<file path="config.mk">
export PLATFORM = sky130hd
export DESIGN_NAME = upm_uplink_mux
export DESIGN_NICKNAME = d
export VERILOG_FILES = /design/src/inc/upm_pkg.sv /design/src/rtl/upm_nibble_buf.sv /design/src/rtl/upm_uplink_mux.sv
export SDC_FILE = /design/constraint.sdc
export NUM_CORES = 1
export LEC_CHECK = 0
export BUFFER_PORTS_ARGS = -buffer_cell sky130_fd_sc_hd__buf_2
export CAP_MARGIN = 20
export CORE_MARGIN = 3
export CORE_UTILIZATION = 35
export CTS_BUF_LIST = sky130_fd_sc_hd__clkbuf_4 sky130_fd_sc_hd__clkbuf_8
export CTS_CLUSTER_SIZE = 24
export DETAILED_ROUTE_END_ITERATION = 10
export PLACE_DENSITY = 0.56
export SYNTH_ARGS = -nofsm -noshare
export SYNTH_HDL_FRONTEND = slang
export SYNTH_SLANG_ARGS = --single-unit
export TNS_END_PERCENT = 50
</file>
<file path="constraint.sdc">
create_clock -name clk_i -period 3.44 [get_ports clk_i]
set_clock_uncertainty 0.2 [all_clocks]
set_input_delay 0.344 -clock clk_i [delete_from_list [all_inputs] [get_ports clk_i]]
set_output_delay 0.344 -clock clk_i [all_outputs]
set_load 0.1 [all_outputs]
</file>
<file path="src/inc/upm_pkg.sv">
package upm_pkg;

  // ----------------------------------------------------------------
  // Uplink bus type codes
  // ----------------------------------------------------------------
  localparam logic [1:0] BT_MII = 2'h0;
  localparam logic [1:0] BT_SERIAL = 2'h1;
  localparam logic [1:0] BT_RMII = 2'h2;
  localparam logic [1:0] BT_RESV = 2'h3;

  // ----------------------------------------------------------------
  // Strap pin positions on the shared pin vector
  // ----------------------------------------------------------------
  localparam int STRAP_PAUSE = 0;
  localparam int STRAP_MODE0 = 1;
  localparam int STRAP_MODE1 = 2;
  localparam int NUM_STRAPS = 3;

  // Transmit pin layout: [3:0] data, [4] transmit enable
  localparam int PIN_TXEN = 4;
  localparam int NUM_PINS = 5;
  localparam int NIBBLE_W = 4;

  // Pins driven in each mode
  localparam logic [4:0] OE_MII = 5'h1f;
  localparam logic [4:0] OE_SERIAL = 5'h11;
  localparam logic [4:0] OE_RMII = 5'h13;
  localparam logic [4:0] OE_NONE = 5'h00;

  // Beats per nibble and bits shifted per beat
  localparam logic [2:0] BEATS_MII = 3'h1;
  localparam logic [2:0] BEATS_SERIAL = 3'h4;
  localparam logic [2:0] BEATS_RMII = 3'h2;
  localparam logic [2:0] STEP_MII = 3'h4;
  localparam logic [2:0] STEP_SERIAL = 3'h1;
  localparam logic [2:0] STEP_RMII = 3'h2;

  // Link clock inputs, indexed by bus type code
  localparam int NUM_LCLK = 3;

  // Reset values
  localparam logic RST_PAUSE = 1'b0;
  localparam logic [1:0] RST_BUS_TYPE = BT_MII;

  // Link state, one-hot
  typedef enum logic [2:0] {
    ST_HOLD = 3'h1,
    ST_RUN = 3'h2,
    ST_BAD = 3'h4
  } upm_link_state_t;

endpackage

</file>
<file path="src/rtl/upm_nibble_buf.sv">
`timescale 1ns/1ps

module upm_nibble_buf #(
  parameter int WIDTH = 4,
  parameter int DEPTH = 2
) (
  input wire logic clk_i,
  input wire logic sys_rst_i,
  input wire logic [WIDTH-1:0] in_data_i,
  input wire logic in_valid_i,
  output logic in_ready_o,
  output logic [WIDTH-1:0] out_data_o,
  output logic out_valid_o,
  input wire logic out_ready_i
);

  localparam int PTR_W = (DEPTH > 1) ? $clog2(DEPTH) : 1;
  localparam int CNT_W = $clog2(DEPTH + 1);
  localparam logic [CNT_W-1:0] CNT_FULL = CNT_W'(DEPTH);
  localparam logic [PTR_W-1:0] PTR_LAST = PTR_W'(DEPTH - 1);

  logic [WIDTH-1:0] mem_q [DEPTH];
  logic [PTR_W-1:0] wr_ptr_q;
  logic [PTR_W-1:0] rd_ptr_q;
  logic [CNT_W-1:0] count_q;
  logic [CNT_W-1:0] count_d;
  logic ready_q;
  logic push_w;
  logic pop_w;

  // Ready is registered from the next count, so it looks one cycle ahead
  assign push_w = in_valid_i && ready_q;
  assign pop_w = out_valid_o && out_ready_i;
  assign out_valid_o = (count_q != '0);
  assign out_data_o = mem_q[rd_ptr_q];
  assign in_ready_o = ready_q;

  always_comb begin
    count_d = count_q;
    if (push_w && !pop_w) begin
      count_d = count_q + 1'b1;
    end else if (pop_w && !push_w) begin
      count_d = count_q - 1'b1;
    end
  end

  always_ff @(posedge clk_i) begin
    if (sys_rst_i) begin
      count_q <= '0;
      ready_q <= 1'b0;
    end else begin
      count_q <= count_d;
      ready_q <= (count_d < CNT_FULL);
    end
  end

  always_ff @(posedge clk_i) begin
    if (sys_rst_i) begin
      wr_ptr_q <= '0;
    end else if (push_w) begin
      wr_ptr_q <= (wr_ptr_q == PTR_LAST) ? '0 : wr_ptr_q + 1'b1;
    end
  end

  always_ff @(posedge clk_i) begin
    if (push_w) begin
      mem_q[wr_ptr_q] <= in_data_i;
    end
  end

  always_ff @(posedge clk_i) begin
    if (sys_rst_i) begin
      rd_ptr_q <= '0;
    end else if (pop_w) begin
      rd_ptr_q <= (rd_ptr_q == PTR_LAST) ? '0 : rd_ptr_q + 1'b1;
    end
  end

endmodule // upm_nibble_buf

</file>
<file path="src/rtl/upm_uplink_mux.sv">
`timescale 1ns/1ps

module upm_uplink_mux import upm_pkg::*; #(
  parameter int PORTS = 6
) (
  input wire logic clk_i,
  input wire logic sys_rst_i,
  input wire logic chip_reset_low_i,
  input wire logic [NUM_STRAPS-1:0] strap_pin_i,
  input wire logic mii_tx_clock_i,
  input wire logic serial_tx_clock_i,
  input wire logic rmii_ref_clock_in_i,
  input wire logic [PORTS-1:0] port_pause_cfg_i,
  input wire logic [NIBBLE_W-1:0] tx_data_i,
  input wire logic tx_valid_i,
  output logic tx_ready_o,
  output logic [NUM_PINS-1:0] pin_o,
  output logic [NUM_PINS-1:0] pin_oe_o,
  output logic [PORTS-1:0] port_pause_en_o,
  output logic global_pause_strap_o,
  output logic [1:0] uplink_bus_type_o,
  output logic link_up_o,
  output logic bus_type_bad_o
);

  // ----------------------------------------------------------------
  // Input synchronisers
  // ----------------------------------------------------------------
  localparam int NUM_ASYNC = 1 + NUM_STRAPS + NUM_LCLK;
  localparam int IDX_RST = 0;
  localparam int IDX_STRAP = 1;
  localparam int IDX_LCLK = 1 + NUM_STRAPS;

  logic [NUM_ASYNC-1:0] async_w;
  logic [NUM_ASYNC-1:0] meta_q;
  logic [NUM_ASYNC-1:0] sync_q;

  assign async_w = {rmii_ref_clock_in_i, serial_tx_clock_i,
                    mii_tx_clock_i, strap_pin_i, chip_reset_low_i};

  for (genvar g = 0; g < NUM_ASYNC; g++) begin : g_sync
    always_ff @(posedge clk_i) begin
      if (sys_rst_i) begin
        meta_q[g] <= 1'b0;
        sync_q[g] <= 1'b0;
      end else begin
        meta_q[g] <= async_w[g];
        sync_q[g] <= meta_q[g];
      end
    end
  end

  logic chip_rst_n_w;
  logic [NUM_STRAPS-1:0] strap_w;
  logic [NUM_LCLK-1:0] lclk_w;

  assign chip_rst_n_w = sync_q[IDX_RST];
  assign strap_w = sync_q[IDX_STRAP +: NUM_STRAPS];
  assign lclk_w = sync_q[IDX_LCLK +: NUM_LCLK];

  // ----------------------------------------------------------------
  // Strap capture
  // ----------------------------------------------------------------
  logic chip_rst_n_prev_q;
  logic strap_rise_w;
  logic pause_q;
  logic [1:0] bus_type_q;
  logic [1:0] strap_mode_w;

  // Prev resets low so a chip reset already released still latches
  assign strap_rise_w = chip_rst_n_w && !chip_rst_n_prev_q;
  assign strap_mode_w = {strap_w[STRAP_MODE1], strap_w[STRAP_MODE0]};

  always_ff @(posedge clk_i) begin
    if (sys_rst_i) begin
      chip_rst_n_prev_q <= 1'b0;
    end else begin
      chip_rst_n_prev_q <= chip_rst_n_w;
    end
  end

  always_ff @(posedge clk_i) begin
    if (sys_rst_i) begin
      pause_q <= RST_PAUSE;
      bus_type_q <= RST_BUS_TYPE;
    end else if (strap_rise_w) begin
      pause_q <= strap_w[STRAP_PAUSE];
      bus_type_q <= strap_mode_w;
    end
  end

  // ----------------------------------------------------------------
  // Link state
  // ----------------------------------------------------------------
  upm_link_state_t state_q;

  always_ff @(posedge clk_i) begin
    if (sys_rst_i) begin
      state_q <= ST_HOLD;
    end else begin
      case (state_q)
        ST_HOLD: begin
          if (strap_rise_w) begin
            // Reserved code leaves every pin undriven
            state_q <= (strap_mode_w == BT_RESV) ? ST_BAD : ST_RUN;
          end
        end
        ST_RUN, ST_BAD: begin
          if (!chip_rst_n_w) begin
            state_q <= ST_HOLD;
          end
        end
        default: begin
          state_q <= ST_HOLD;
        end
      endcase
    end
  end

  // ----------------------------------------------------------------
  // Flow-control enables
  // ----------------------------------------------------------------
  logic [PORTS-1:0] pause_en_q;

  always_ff @(posedge clk_i) begin
    if (sys_rst_i) begin
      pause_en_q <= '0;
    end else if (pause_q) begin
      pause_en_q <= '1;
    end else begin
      pause_en_q <= port_pause_cfg_i;
    end
  end

  // ----------------------------------------------------------------
  // Link clock edge of the selected interface
  // ----------------------------------------------------------------
  logic sel_clk_w;
  logic sel_clk_prev_q;
  logic run_w;
  logic link_edge_w;

  assign run_w = (state_q == ST_RUN);
  assign sel_clk_w = (bus_type_q == BT_RESV) ? 1'b0 : lclk_w[bus_type_q];
  assign link_edge_w = run_w && sel_clk_w && !sel_clk_prev_q;

  always_ff @(posedge clk_i) begin
    if (sys_rst_i) begin
      sel_clk_prev_q <= 1'b0;
    end else begin
      sel_clk_prev_q <= sel_clk_w;
    end
  end

  // ----------------------------------------------------------------
  // Two-entry buffer in the data path
  // ----------------------------------------------------------------
  logic [NIBBLE_W-1:0] buf_data_w;
  logic buf_valid_w;
  logic pop_w;

  upm_nibble_buf #(
    .WIDTH(NIBBLE_W),
    .DEPTH(2)
  ) u_buf (
    .clk_i(clk_i),
    .sys_rst_i(sys_rst_i),
    .in_data_i(tx_data_i),
    .in_valid_i(tx_valid_i),
    .in_ready_o(tx_ready_o),
    .out_data_o(buf_data_w),
    .out_valid_o(buf_valid_w),
    .out_ready_i(pop_w)
  );

  // ----------------------------------------------------------------
  // Serialiser: one nibble per MII beat, two RMII, four serial
  // ----------------------------------------------------------------
  logic [NIBBLE_W-1:0] shift_q;
  logic [NIBBLE_W-1:0] shift_next_w;
  logic [2:0] beats_q;
  logic [2:0] beats_mode_w;
  logic [2:0] step_w;
  logic [NUM_PINS-1:0] pin_q;
  logic [NUM_PINS-1:0] oe_q;
  logic [NUM_PINS-1:0] oe_mode_w;
  logic [NIBBLE_W-1:0] data_mask_w;

  always_comb begin
    case (bus_type_q)
      BT_MII: begin
        beats_mode_w = BEATS_MII;
        step_w = STEP_MII;
        oe_mode_w = OE_MII;
      end
      BT_SERIAL: begin
        beats_mode_w = BEATS_SERIAL;
        step_w = STEP_SERIAL;
        oe_mode_w = OE_SERIAL;
      end
      BT_RMII: begin
        beats_mode_w = BEATS_RMII;
        step_w = STEP_RMII;
        oe_mode_w = OE_RMII;
      end
      default: begin
        beats_mode_w = BEATS_MII;
        step_w = STEP_MII;
        oe_mode_w = OE_NONE;
      end
    endcase
  end

  assign data_mask_w = oe_mode_w[NIBBLE_W-1:0];
  assign shift_next_w = shift_q >> step_w;
  // A new nibble is taken only once the last beat of the old one is out
  assign pop_w = link_edge_w && (beats_q <= 3'h1) && buf_valid_w;

  always_ff @(posedge clk_i) begin
    if (sys_rst_i || !run_w) begin
      shift_q <= '0;
      beats_q <= '0;
      pin_q <= '0;
    end else if (link_edge_w) begin
      if (beats_q > 3'h1) begin
        shift_q <= shift_next_w;
        beats_q <= beats_q - 3'h1;
        pin_q[NIBBLE_W-1:0] <= shift_next_w & data_mask_w;
        pin_q[PIN_TXEN] <= 1'b1;
      end else if (buf_valid_w) begin
        shift_q <= buf_data_w;
        beats_q <= beats_mode_w;
        // MII takes the nibble whole, RMII its low dibit, serial bit 0
        pin_q[NIBBLE_W-1:0] <= buf_data_w
                               & data_mask_w;
        pin_q[PIN_TXEN] <= 1'b1;
      end else begin
        beats_q <= '0;
        pin_q <= '0;
      end
    end
  end

  always_ff @(posedge clk_i) begin
    if (sys_rst_i) begin
      oe_q <= OE_NONE;
    end else begin
      oe_q <= run_w ? oe_mode_w : OE_NONE;
    end
  end

  // ----------------------------------------------------------------
  // Status outputs
  // ----------------------------------------------------------------
  logic link_up_q;
  logic bad_q;

  always_ff @(posedge clk_i) begin
    if (sys_rst_i) begin
      link_up_q <= 1'b0;
      bad_q <= 1'b0;
    end else begin
      link_up_q <= run_w;
      bad_q <= (state_q == ST_BAD);
    end
  end

  assign pin_o = pin_q;
  assign pin_oe_o = oe_q;
  assign port_pause_en_o = pause_en_q;
  assign global_pause_strap_o = pause_q;
  assign uplink_bus_type_o = bus_type_q;
  assign link_up_o = link_up_q;
  assign bus_type_bad_o = bad_q;

  // ----------------------------------------------------------------
  // Checks
  // ----------------------------------------------------------------
  a_pause_hold: assert property (
    @(posedge clk_i) disable iff (sys_rst_i)
    !strap_rise_w |=> $stable(pause_q))
    else $error("pause strap changed without reset rise");

  a_pause_percfg: assert property (
    @(posedge clk_i) disable iff (sys_rst_i)
    !pause_q |=> (pause_q || port_pause_en_o == $past(port_pause_cfg_i)))
    else $error("pause enables do not follow configuration");

  a_pause_all: assert property (
    @(posedge clk_i) disable iff (sys_rst_i)
    pause_q ##1 pause_q |-> port_pause_en_o == '1)
    else $error("pause not enabled on all ports");

  a_mode_latch: assert property (
    @(posedge clk_i) disable iff (sys_rst_i)
    strap_rise_w |=> bus_type_q == $past(strap_mode_w)
                     && pause_q == $past(strap_w[STRAP_PAUSE]))
    else $error("straps not latched at reset rise");

  a_mode_stable: assert property (
    @(posedge clk_i) disable iff (sys_rst_i)
    !strap_rise_w |=> $stable(bus_type_q))
    else $error("bus type changed without reset rise");

  a_resv_quiet: assert property (
    @(posedge clk_i) disable iff (sys_rst_i)
    bus_type_q == BT_RESV |-> !run_w ##1 pin_oe_o == OE_NONE)
    else $error("reserved bus type drives pins");

  a_mii_timing: assert property (
    @(posedge clk_i) disable iff (sys_rst_i)
    run_w && bus_type_q == BT_MII && $changed(pin_q[1:0])
      |-> $past(link_edge_w))
    else $error("MII data moved off the clock edge");

  a_serial_timing: assert property (
    @(posedge clk_i) disable iff (sys_rst_i)
    run_w && bus_type_q == BT_SERIAL && $changed(pin_q[0])
      |-> $past(link_edge_w) && pin_q[3:1] == 3'h0)
    else $error("serial line moved off the clock edge");

  a_rmii_timing: assert property (
    @(posedge clk_i) disable iff (sys_rst_i)
    run_w && bus_type_q == BT_RMII && $changed(pin_q[1:0])
      |-> $past(link_edge_w) && pin_q[3:2] == 2'h0)
    else $error("RMII data moved off the reference edge");

  a_mii_enable: assert property (
    @(posedge clk_i) disable iff (sys_rst_i)
    run_w && bus_type_q == BT_MII && pop_w
      |=> pin_q[PIN_TXEN] && pin_q[3:0] == $past(buf_data_w))
    else $error("MII enable or data wrong after load");

  a_mii_idle: assert property (
    @(posedge clk_i) disable iff (sys_rst_i)
    run_w && bus_type_q == BT_MII && link_edge_w && !buf_valid_w
      |=> !pin_q[PIN_TXEN])
    else $error("MII enable high with no data");

  a_hold_input: assert property (
    @(posedge clk_i) disable iff (sys_rst_i)
    !run_w |=> pin_oe_o == OE_NONE)
    else $error("pins driven while not running");

endmodule // upm_uplink_mux

</file>
==> flow_summary.ini, run 1 <==
[status]
status = finished clean

[yosys]
synthDistinctLibCells = 55
synth_top_family_by_area = simple AND/OR/NAND/NOR gates
synth-seq-cells = 59
synth_edf_count = 8
synth-main-ff-cell = dfxtp_1
synthMuxAreaShare = 0.0501
yosys_warnings = 0
yosys.area_share.adder = 0.0451
yosys.area_share.simple = 0.192
synth_compound_area_frac = 0.153
seq_area_frac_synth = 0.505
yosys.area.top_type = dfxtp_1
synth_xor_xnor_area_share = 0.00701
synth_area_um2 = 2500
syn_nets = 282
async_flop_share = 0
synthCells = 253
yosys-top-cells-area = dfxtp_1, edfxtp_1, ha_1
avgSynthCellArea_um2 = 9.87
synth.top_cell.area_share = 0.409

[drt]
drtAntennaViolNets = 0
viasPerCell = 4.83
drc = 0
drt_first_pass_iters = 4
wl_per_cell_um = 12.7
vias = 1984
wl_um = 5230
drtIter0Drc = 79

[timing]
slew_violations = 0
final.setup.tns_ns = 0
fmax_ghz = 0.392
min_period_ns = 2.55
setup_ws_ns = 0.891
hold_viol_final = 0
tightest_slew_ns = 0.683
slew_headroom = 0.539
setup-violations-final = 0
rsz0062_at_grt = no
fin_crit_sh = 0.741

[flow_run]
cap_violations = 0

[die]
ios = 42
start_util = 0.364
core-area_um2 = 6870
rows = 30
die_h_um = 90.5
design.die.area_um2 = 8180
die_w_um = 90.5

[global_routing]
grt_pass1_vias = 1948
grt_usage = 0.136
antenna_found_initial = 0
grt_max_degree = 34
grt_pass1_wl_um = 8770
overflow = 0

[clock_network]
cts_tree = done
htree_levels = 3
path_clk_slew_ns = 0.06
cts.sinks = 59
cts_buffers = 9
cts.path.max_buffers = 2
post_cts_buffers = 0
cts_root_buf = clkbuf_8
clock_latency_ns = 0.33

[critical_path]
end_kind = flop
start_kind = flop
r2r_cells = 7
critPathMaxFanout = 7
crit_type = flop to flop
r2r_setup_slack_ns = 0.89
r2r-start = state_q[1]
required_ns = 3.49
worstPathArrival_ns = 2.60

[final_layout]
layout-drive-gt1-share = 0.213
final_common_cell = dfxtp_1
syn2layout_area_growth_pct = 25.7
antennaDiodeCount = 0
nNetsFinal = 340
mostFrequentLayoutCells = dfxtp_1, buf_2, nor2_1, nor2b_1, dlygate4sd3_1

[worst_hold_path]
min_path_cells = 2
worst_hold_path_type = input pin to flop
min_from = strap_pin_i[2]
hold_path_end = meta_q[3]

[power_and_ir_drop]
p_clk_frac = 0.420
power_frac_seq = 0.487
p_comb_frac = 0.093
switching_share = 0.240
intPower_mw = 1.14
p_per_area_nw_per_um2 = 477
p_leak_nw = 1.26
p_sw_mw = 0.359
peakVddDrop_mv = 0.241

[place]
pre_cts_ws_ns = 0.915
io_buffers = 41
globalplace.congestion = 0.812
dp_hpwl_um = 3700
-- synthesized netlist by cell type (2+ instances only) --
library cell and number:
o21a_1 2, clkbuf_1 8, o21bai_1 2, nor3b_1 2, o211ai_1 2, nor3_1 9
a21boi_0 2, nand2_1 7, a21oi_1 12, ha_1 9, mux2_2 2, nor4_1 2
a21o_1 2, o21ai_0 7, nor2_1 30, mux2i_1 8, inv_1 14, dfxtp_1 51
buf_4 2, nor4b_1 2, o22ai_1 2, a31oi_1 6, nand2b_1 3, nand3b_1 3
o31ai_1 3, a32o_1 2, nor2b_1 16, a211oi_1 5, nand4_1 2, nand3_1 4
edfxtp_1 8
-- final cells by class --
| type | count | area, um2 |
|---|---|---|
| multi-input combinational | 167 | 1120 |
| clock buffer | 11 | 151 |
| inverter | 15 | 58.8 |
| timing repair buffer | 59 | 380 |
| sequential | 59 | 1260 |
| tap | 96 | 120 |
| clock inverter | 4 | 50.0 |
| fill | 680 | 3730 |
-- routing by layer --
layer	GRT usage	vias to the layer above	routed length [um]
li1	-	1015	-
met1	0.154	914	2330
met2	0.227	51	2610
met3	0.0383	4	227
met4	0.0829	0	64
met5	0	-	0
-- metrics by stage --
step | hold WS [ns] | util | cells | instance area (um2) | power, mW
2_1_floorplan | 0.214 | - | 253 | 2500 | 0.838
3_3_place_gp | 0.216 | 0.404 | 380 | 2780 | 0.869
4_1_cts | 0.000687 | 0.457 | 411 | 3140 | 1.52
3_5_place_dp | 0.223 | 0.404 | 380 | 2780 | 0.871
5_1_grt | 0.0125 | 0.457 | 411 | 3140 | 1.56
6_report | 0.0224 | 0.457 | 411 | 3140 | 1.50
-- registers in the layout, summed over array words and instances, names as in the netlist, 2 cells and up, named ones only --
register	count
state_q	3
strap_mode_w	2
pin_o	5
meta_q	7
uplink_bus_type_o	2
shift_q	4
beats_q	3
pin_oe_o	3
lclk_w	3
port_pause_en_o	6
u_buf.mem_q	8
-- power by group through the flow --
| stage | clock network, mW | registers [mW] | logic (mW) |
|---|---|---|---|
| floorplan | 0 | 0.785 | 0.0529 |
| global placement | 0 | 0.743 | 0.126 |
| detailed placement | 0 | 0.744 | 0.127 |
| CTS | 0.652 | 0.729 | 0.141 |
| global route | 0.675 | 0.731 | 0.152 |
| finish | 0.628 | 0.729 | 0.139 |
-- how the worst max path moves through the flow --
stage	endpoint	from	slack, ns
2_1_floorplan	flop	uplink_bus_type_o[1]	0.53
3_3_place_gp	flop	state_q[1]	0.96
5_1_grt	flop	state_q[1]	0.66
6_report	flop	state_q[1]	0.89
4_1_cts	flop	state_q[1]	0.89
3_5_place_dp	flop	state_q[1]	0.91
-- cell families (layout without fill, tap and decap cells) --
group,after synthesis,after routing
and+or+nand+nor,89,89
DFF,59,59
AOI/OAI and AO/OA,56,56
buffers and inverters,27,89
muxes,11,11
adders and majority gates,9,9
xor gates and xnor gates,2,2
-- critical path: stages, from the launching register on --
cell	delay [ns]
dfxtp_1	0.44
or3b_4	0.43
nor3_1	0.50
nand3_1	0.20
ha_1	0.28
nor3b_1	0.20
a211oi_1	0.07
a211oi_1	0.16
-- what timing repair did --
item,4_1_cts,5_1_grt
resized for setup,0,0
hold buffers,16,0
endpoints found under the hold margin,20,0
No activity file was read; power rests on OpenSTA's default activity.
==> run 2, diff against run 1 <==
ABC_AREA = 1   (was default)
clock period = 2.45 ns   (was 3.44 ns; I/O delays follow)
==> run 2 against run 1 <==
Clock-buffer cell count shrank 1. Area after synthesis shrank 2.3%. Combinational power rose to 2.8 times the previous value. Critical path type unchanged. Non-clock buffer count up 1. Power up 48%. Wire length down 7.5%. Clock power grew 23%. Setup slack got worse by 0.59 ns. Sequential power grew 45%. Die area is 2.2% lower. Via count is 0.86% higher. Final cell count rose by 16%.
==> flow_summary.ini, run 2 <==
[global_routing]
grt_pass1_vias = 1781
grt_usage = 0.136
overflow = 0
grt_pass1_wl_um = 8180
grt_max_degree = 23
antenna_found_initial = 0

[drt]
drtIter0Drc = 68
drc = 0
viasPerCell = 4.20
wl_um = 4840
drt_first_pass_iters = 4
vias = 2001
drtAntennaViolNets = 0
wl_per_cell_um = 10.2

[place]
io_buffers = 41
globalplace.congestion = 0.876
dp.cells = 443
dp_hpwl_um = 3430
pre_cts_ws_ns = 0.301

[clock_network]
post_cts_buffers = 0
cts.path.max_buffers = 2
cts.sinks = 59
path_clk_slew_ns = 0.07
clock_latency_ns = 0.34
cts_root_buf = clkbuf_8
cts_buffers = 9
htree_levels = 3
cts_tree = done

[power_and_ir_drop]
switching_share = 0.314
p_comb_frac = 0.174
p_sw_mw = 0.696
p_total_mw = 2.22
peakVddDrop_mv = 0.348
power_frac_seq = 0.478
intPower_mw = 1.52
p_clk_frac = 0.347
p_leak_nw = 1.46
p_per_area_nw_per_um2 = 720

[yosys]
synth-main-ff-cell = dfxtp_1
synth_area_um2 = 2440
yosys_warnings = 0
syn_nets = 342
yosys.area.top_type = dfxtp_1
synth_edf_count = 8
yosys-top-cells-area = dfxtp_1, nand2_1, edfxtp_1
synthTopCellsByCount = nand2_1, nor2_1, dfxtp_1
avgSynthCellArea_um2 = 7.80
synthDistinctLibCells = 32
async_flop_share = 0
seq_area_frac_synth = 0.517
synth.top_cell.area_share = 0.418
synthCells = 313
yosysMostFrequentCell = nand2_1
synth-seq-cells = 59

[final_layout]
top_register = u_buf.mem_q
nNetsFinal = 407
final_common_cell = nand2_1
final_cells = 476
largest_reg_flops = 8
layout-drive-gt1-share = 0.201
syn2layout_area_growth_pct = 26.3
mostFrequentLayoutCells = nand2_1, nor2_1, dfxtp_1, inv_1, buf_2
antennaDiodeCount = 0

[status]
status = finished clean

[timing]
min_period_ns = 2.15
fin_crit_sh = 0.879
slew_violations = 0
setup_ws_ns = 0.297
fmax_ghz = 0.465
hold_ws_ns = 0.0179
final.setup.tns_ns = 0
rsz0062_at_grt = no
slew_headroom = 0.670
setup-violations-final = 0
tightest_slew_ns = 0.498
hold_viol_final = 0

[critical_path]
cpMaxStageDelayCell = dfxtp_1
worstPathArrival_ns = 2.18
critPathMaxFanout = 10
cp_cell_sequence = inv_1 > ha_1 > nand2_1 > nand2_4 > nand2_1 > inv_2 > nand2_2 > inv_1 > ha_1 > or2_2 > o21ai_0 > nor2_1
max_stage_delay_ns = 0.35
critPathBufInv = 3
cp_top_family = simple AND/OR/NAND/NOR gates
r2r_setup_slack_ns = 0.30
crit_type = flop to flop
end_kind = flop
required_ns = 2.48
start_kind = flop

[die]
rows = 29
ios = 42
core-area_um2 = 6570
die_w_um = 89.5
die_h_um = 89.5
start_util = 0.371
design.die.area_um2 = 8010

[flow_run]
cap_violations = 0

[worst_hold_path]
worst_hold_path_type = input pin to flop
-- run 2: metrics by stage --
| step | instance area (um2) | util |
|---|---|---|
| floorplan | 2440 | - |
| global placement | 2740 | 0.417 |
| detailed placement | 2740 | 0.417 |
| CTS | 3080 | 0.469 |
| global route | 3080 | 0.469 |
| finish | 3080 | 0.469 |
-- run 2: layer usage --
metal | track usage | part of all wire | vias up
met5 | 0 | 0 | -
met4 | 0.0812 | 0.026 | 0
met3 | 0.0396 | 0.038 | 11
met2 | 0.198 | 0.44 | 38
met1 | 0.178 | 0.50 | 855
li1 | - | - | 1097
-- run 2: worst reg2reg max path, delay by kind of cell, from the launching register on --
family / cells / cell delay (ns)
AND/OR/NAND/NOR: 6 / 0.76
buffers and inverters: 3 / 0.19
AO/OA/AOI/OAI: 1 / 0.14
adder cells (fa/ha/maj): 2 / 0.40
flip-flops: 1 / 0.35
-- run 2: repair_timing --
item,in CTS,in global routing
resized for setup,0,0
hold buffers,17,0
endpoints found under the hold margin,21,0
-- run 2: power by group through the flow --
stage	registers, mW	logic (mW)	clock network [mW]
2_1_floorplan	1.19	0.186	0
3_3_place_gp	1.08	0.366	0
3_5_place_dp	1.08	0.368	0
4_1_cts	1.06	0.390	0.799
5_1_grt	1.07	0.428	0.848
6_report	1.06	0.387	0.770
-- run 2: cell families (layout without fill, tap and decap cells) --
family | after synthesis | after routing | share of synthesized area
AO/OA/AOI/OAI | 27 | 27 | 0.0590
flip-flops | 59 | 59 | 0.517
AND/OR/NAND/NOR | 162 | 162 | 0.283
buffers and inverters | 55 | 125 | 0.0913
adder cells (fa/ha/maj) | 9 | 9 | 0.0462
XOR/XNOR | 1 | 1 | 0.00359
-- run 2: final cells by class --
class / count / area, um2
fill: 675 / 3490
sequential: 59 / 1260
multi-input combinational: 199 / 956
timing repair buffer: 60 / 390
inverter: 49 / 184
clock buffer: 10 / 131
tap: 93 / 116
clock inverter: 6 / 40.0
-- run 2: worst paths after layout --
check,depth (start not counted),startpoint,to
max,12,beats_q[1],u_buf.in_ready_o
min,2,sys_rst_i,sel_clk_prev_q
max reg2reg,12,beats_q[1],u_buf.in_ready_o
min reg2reg,2,meta_q[2],strap_mode_w[0]
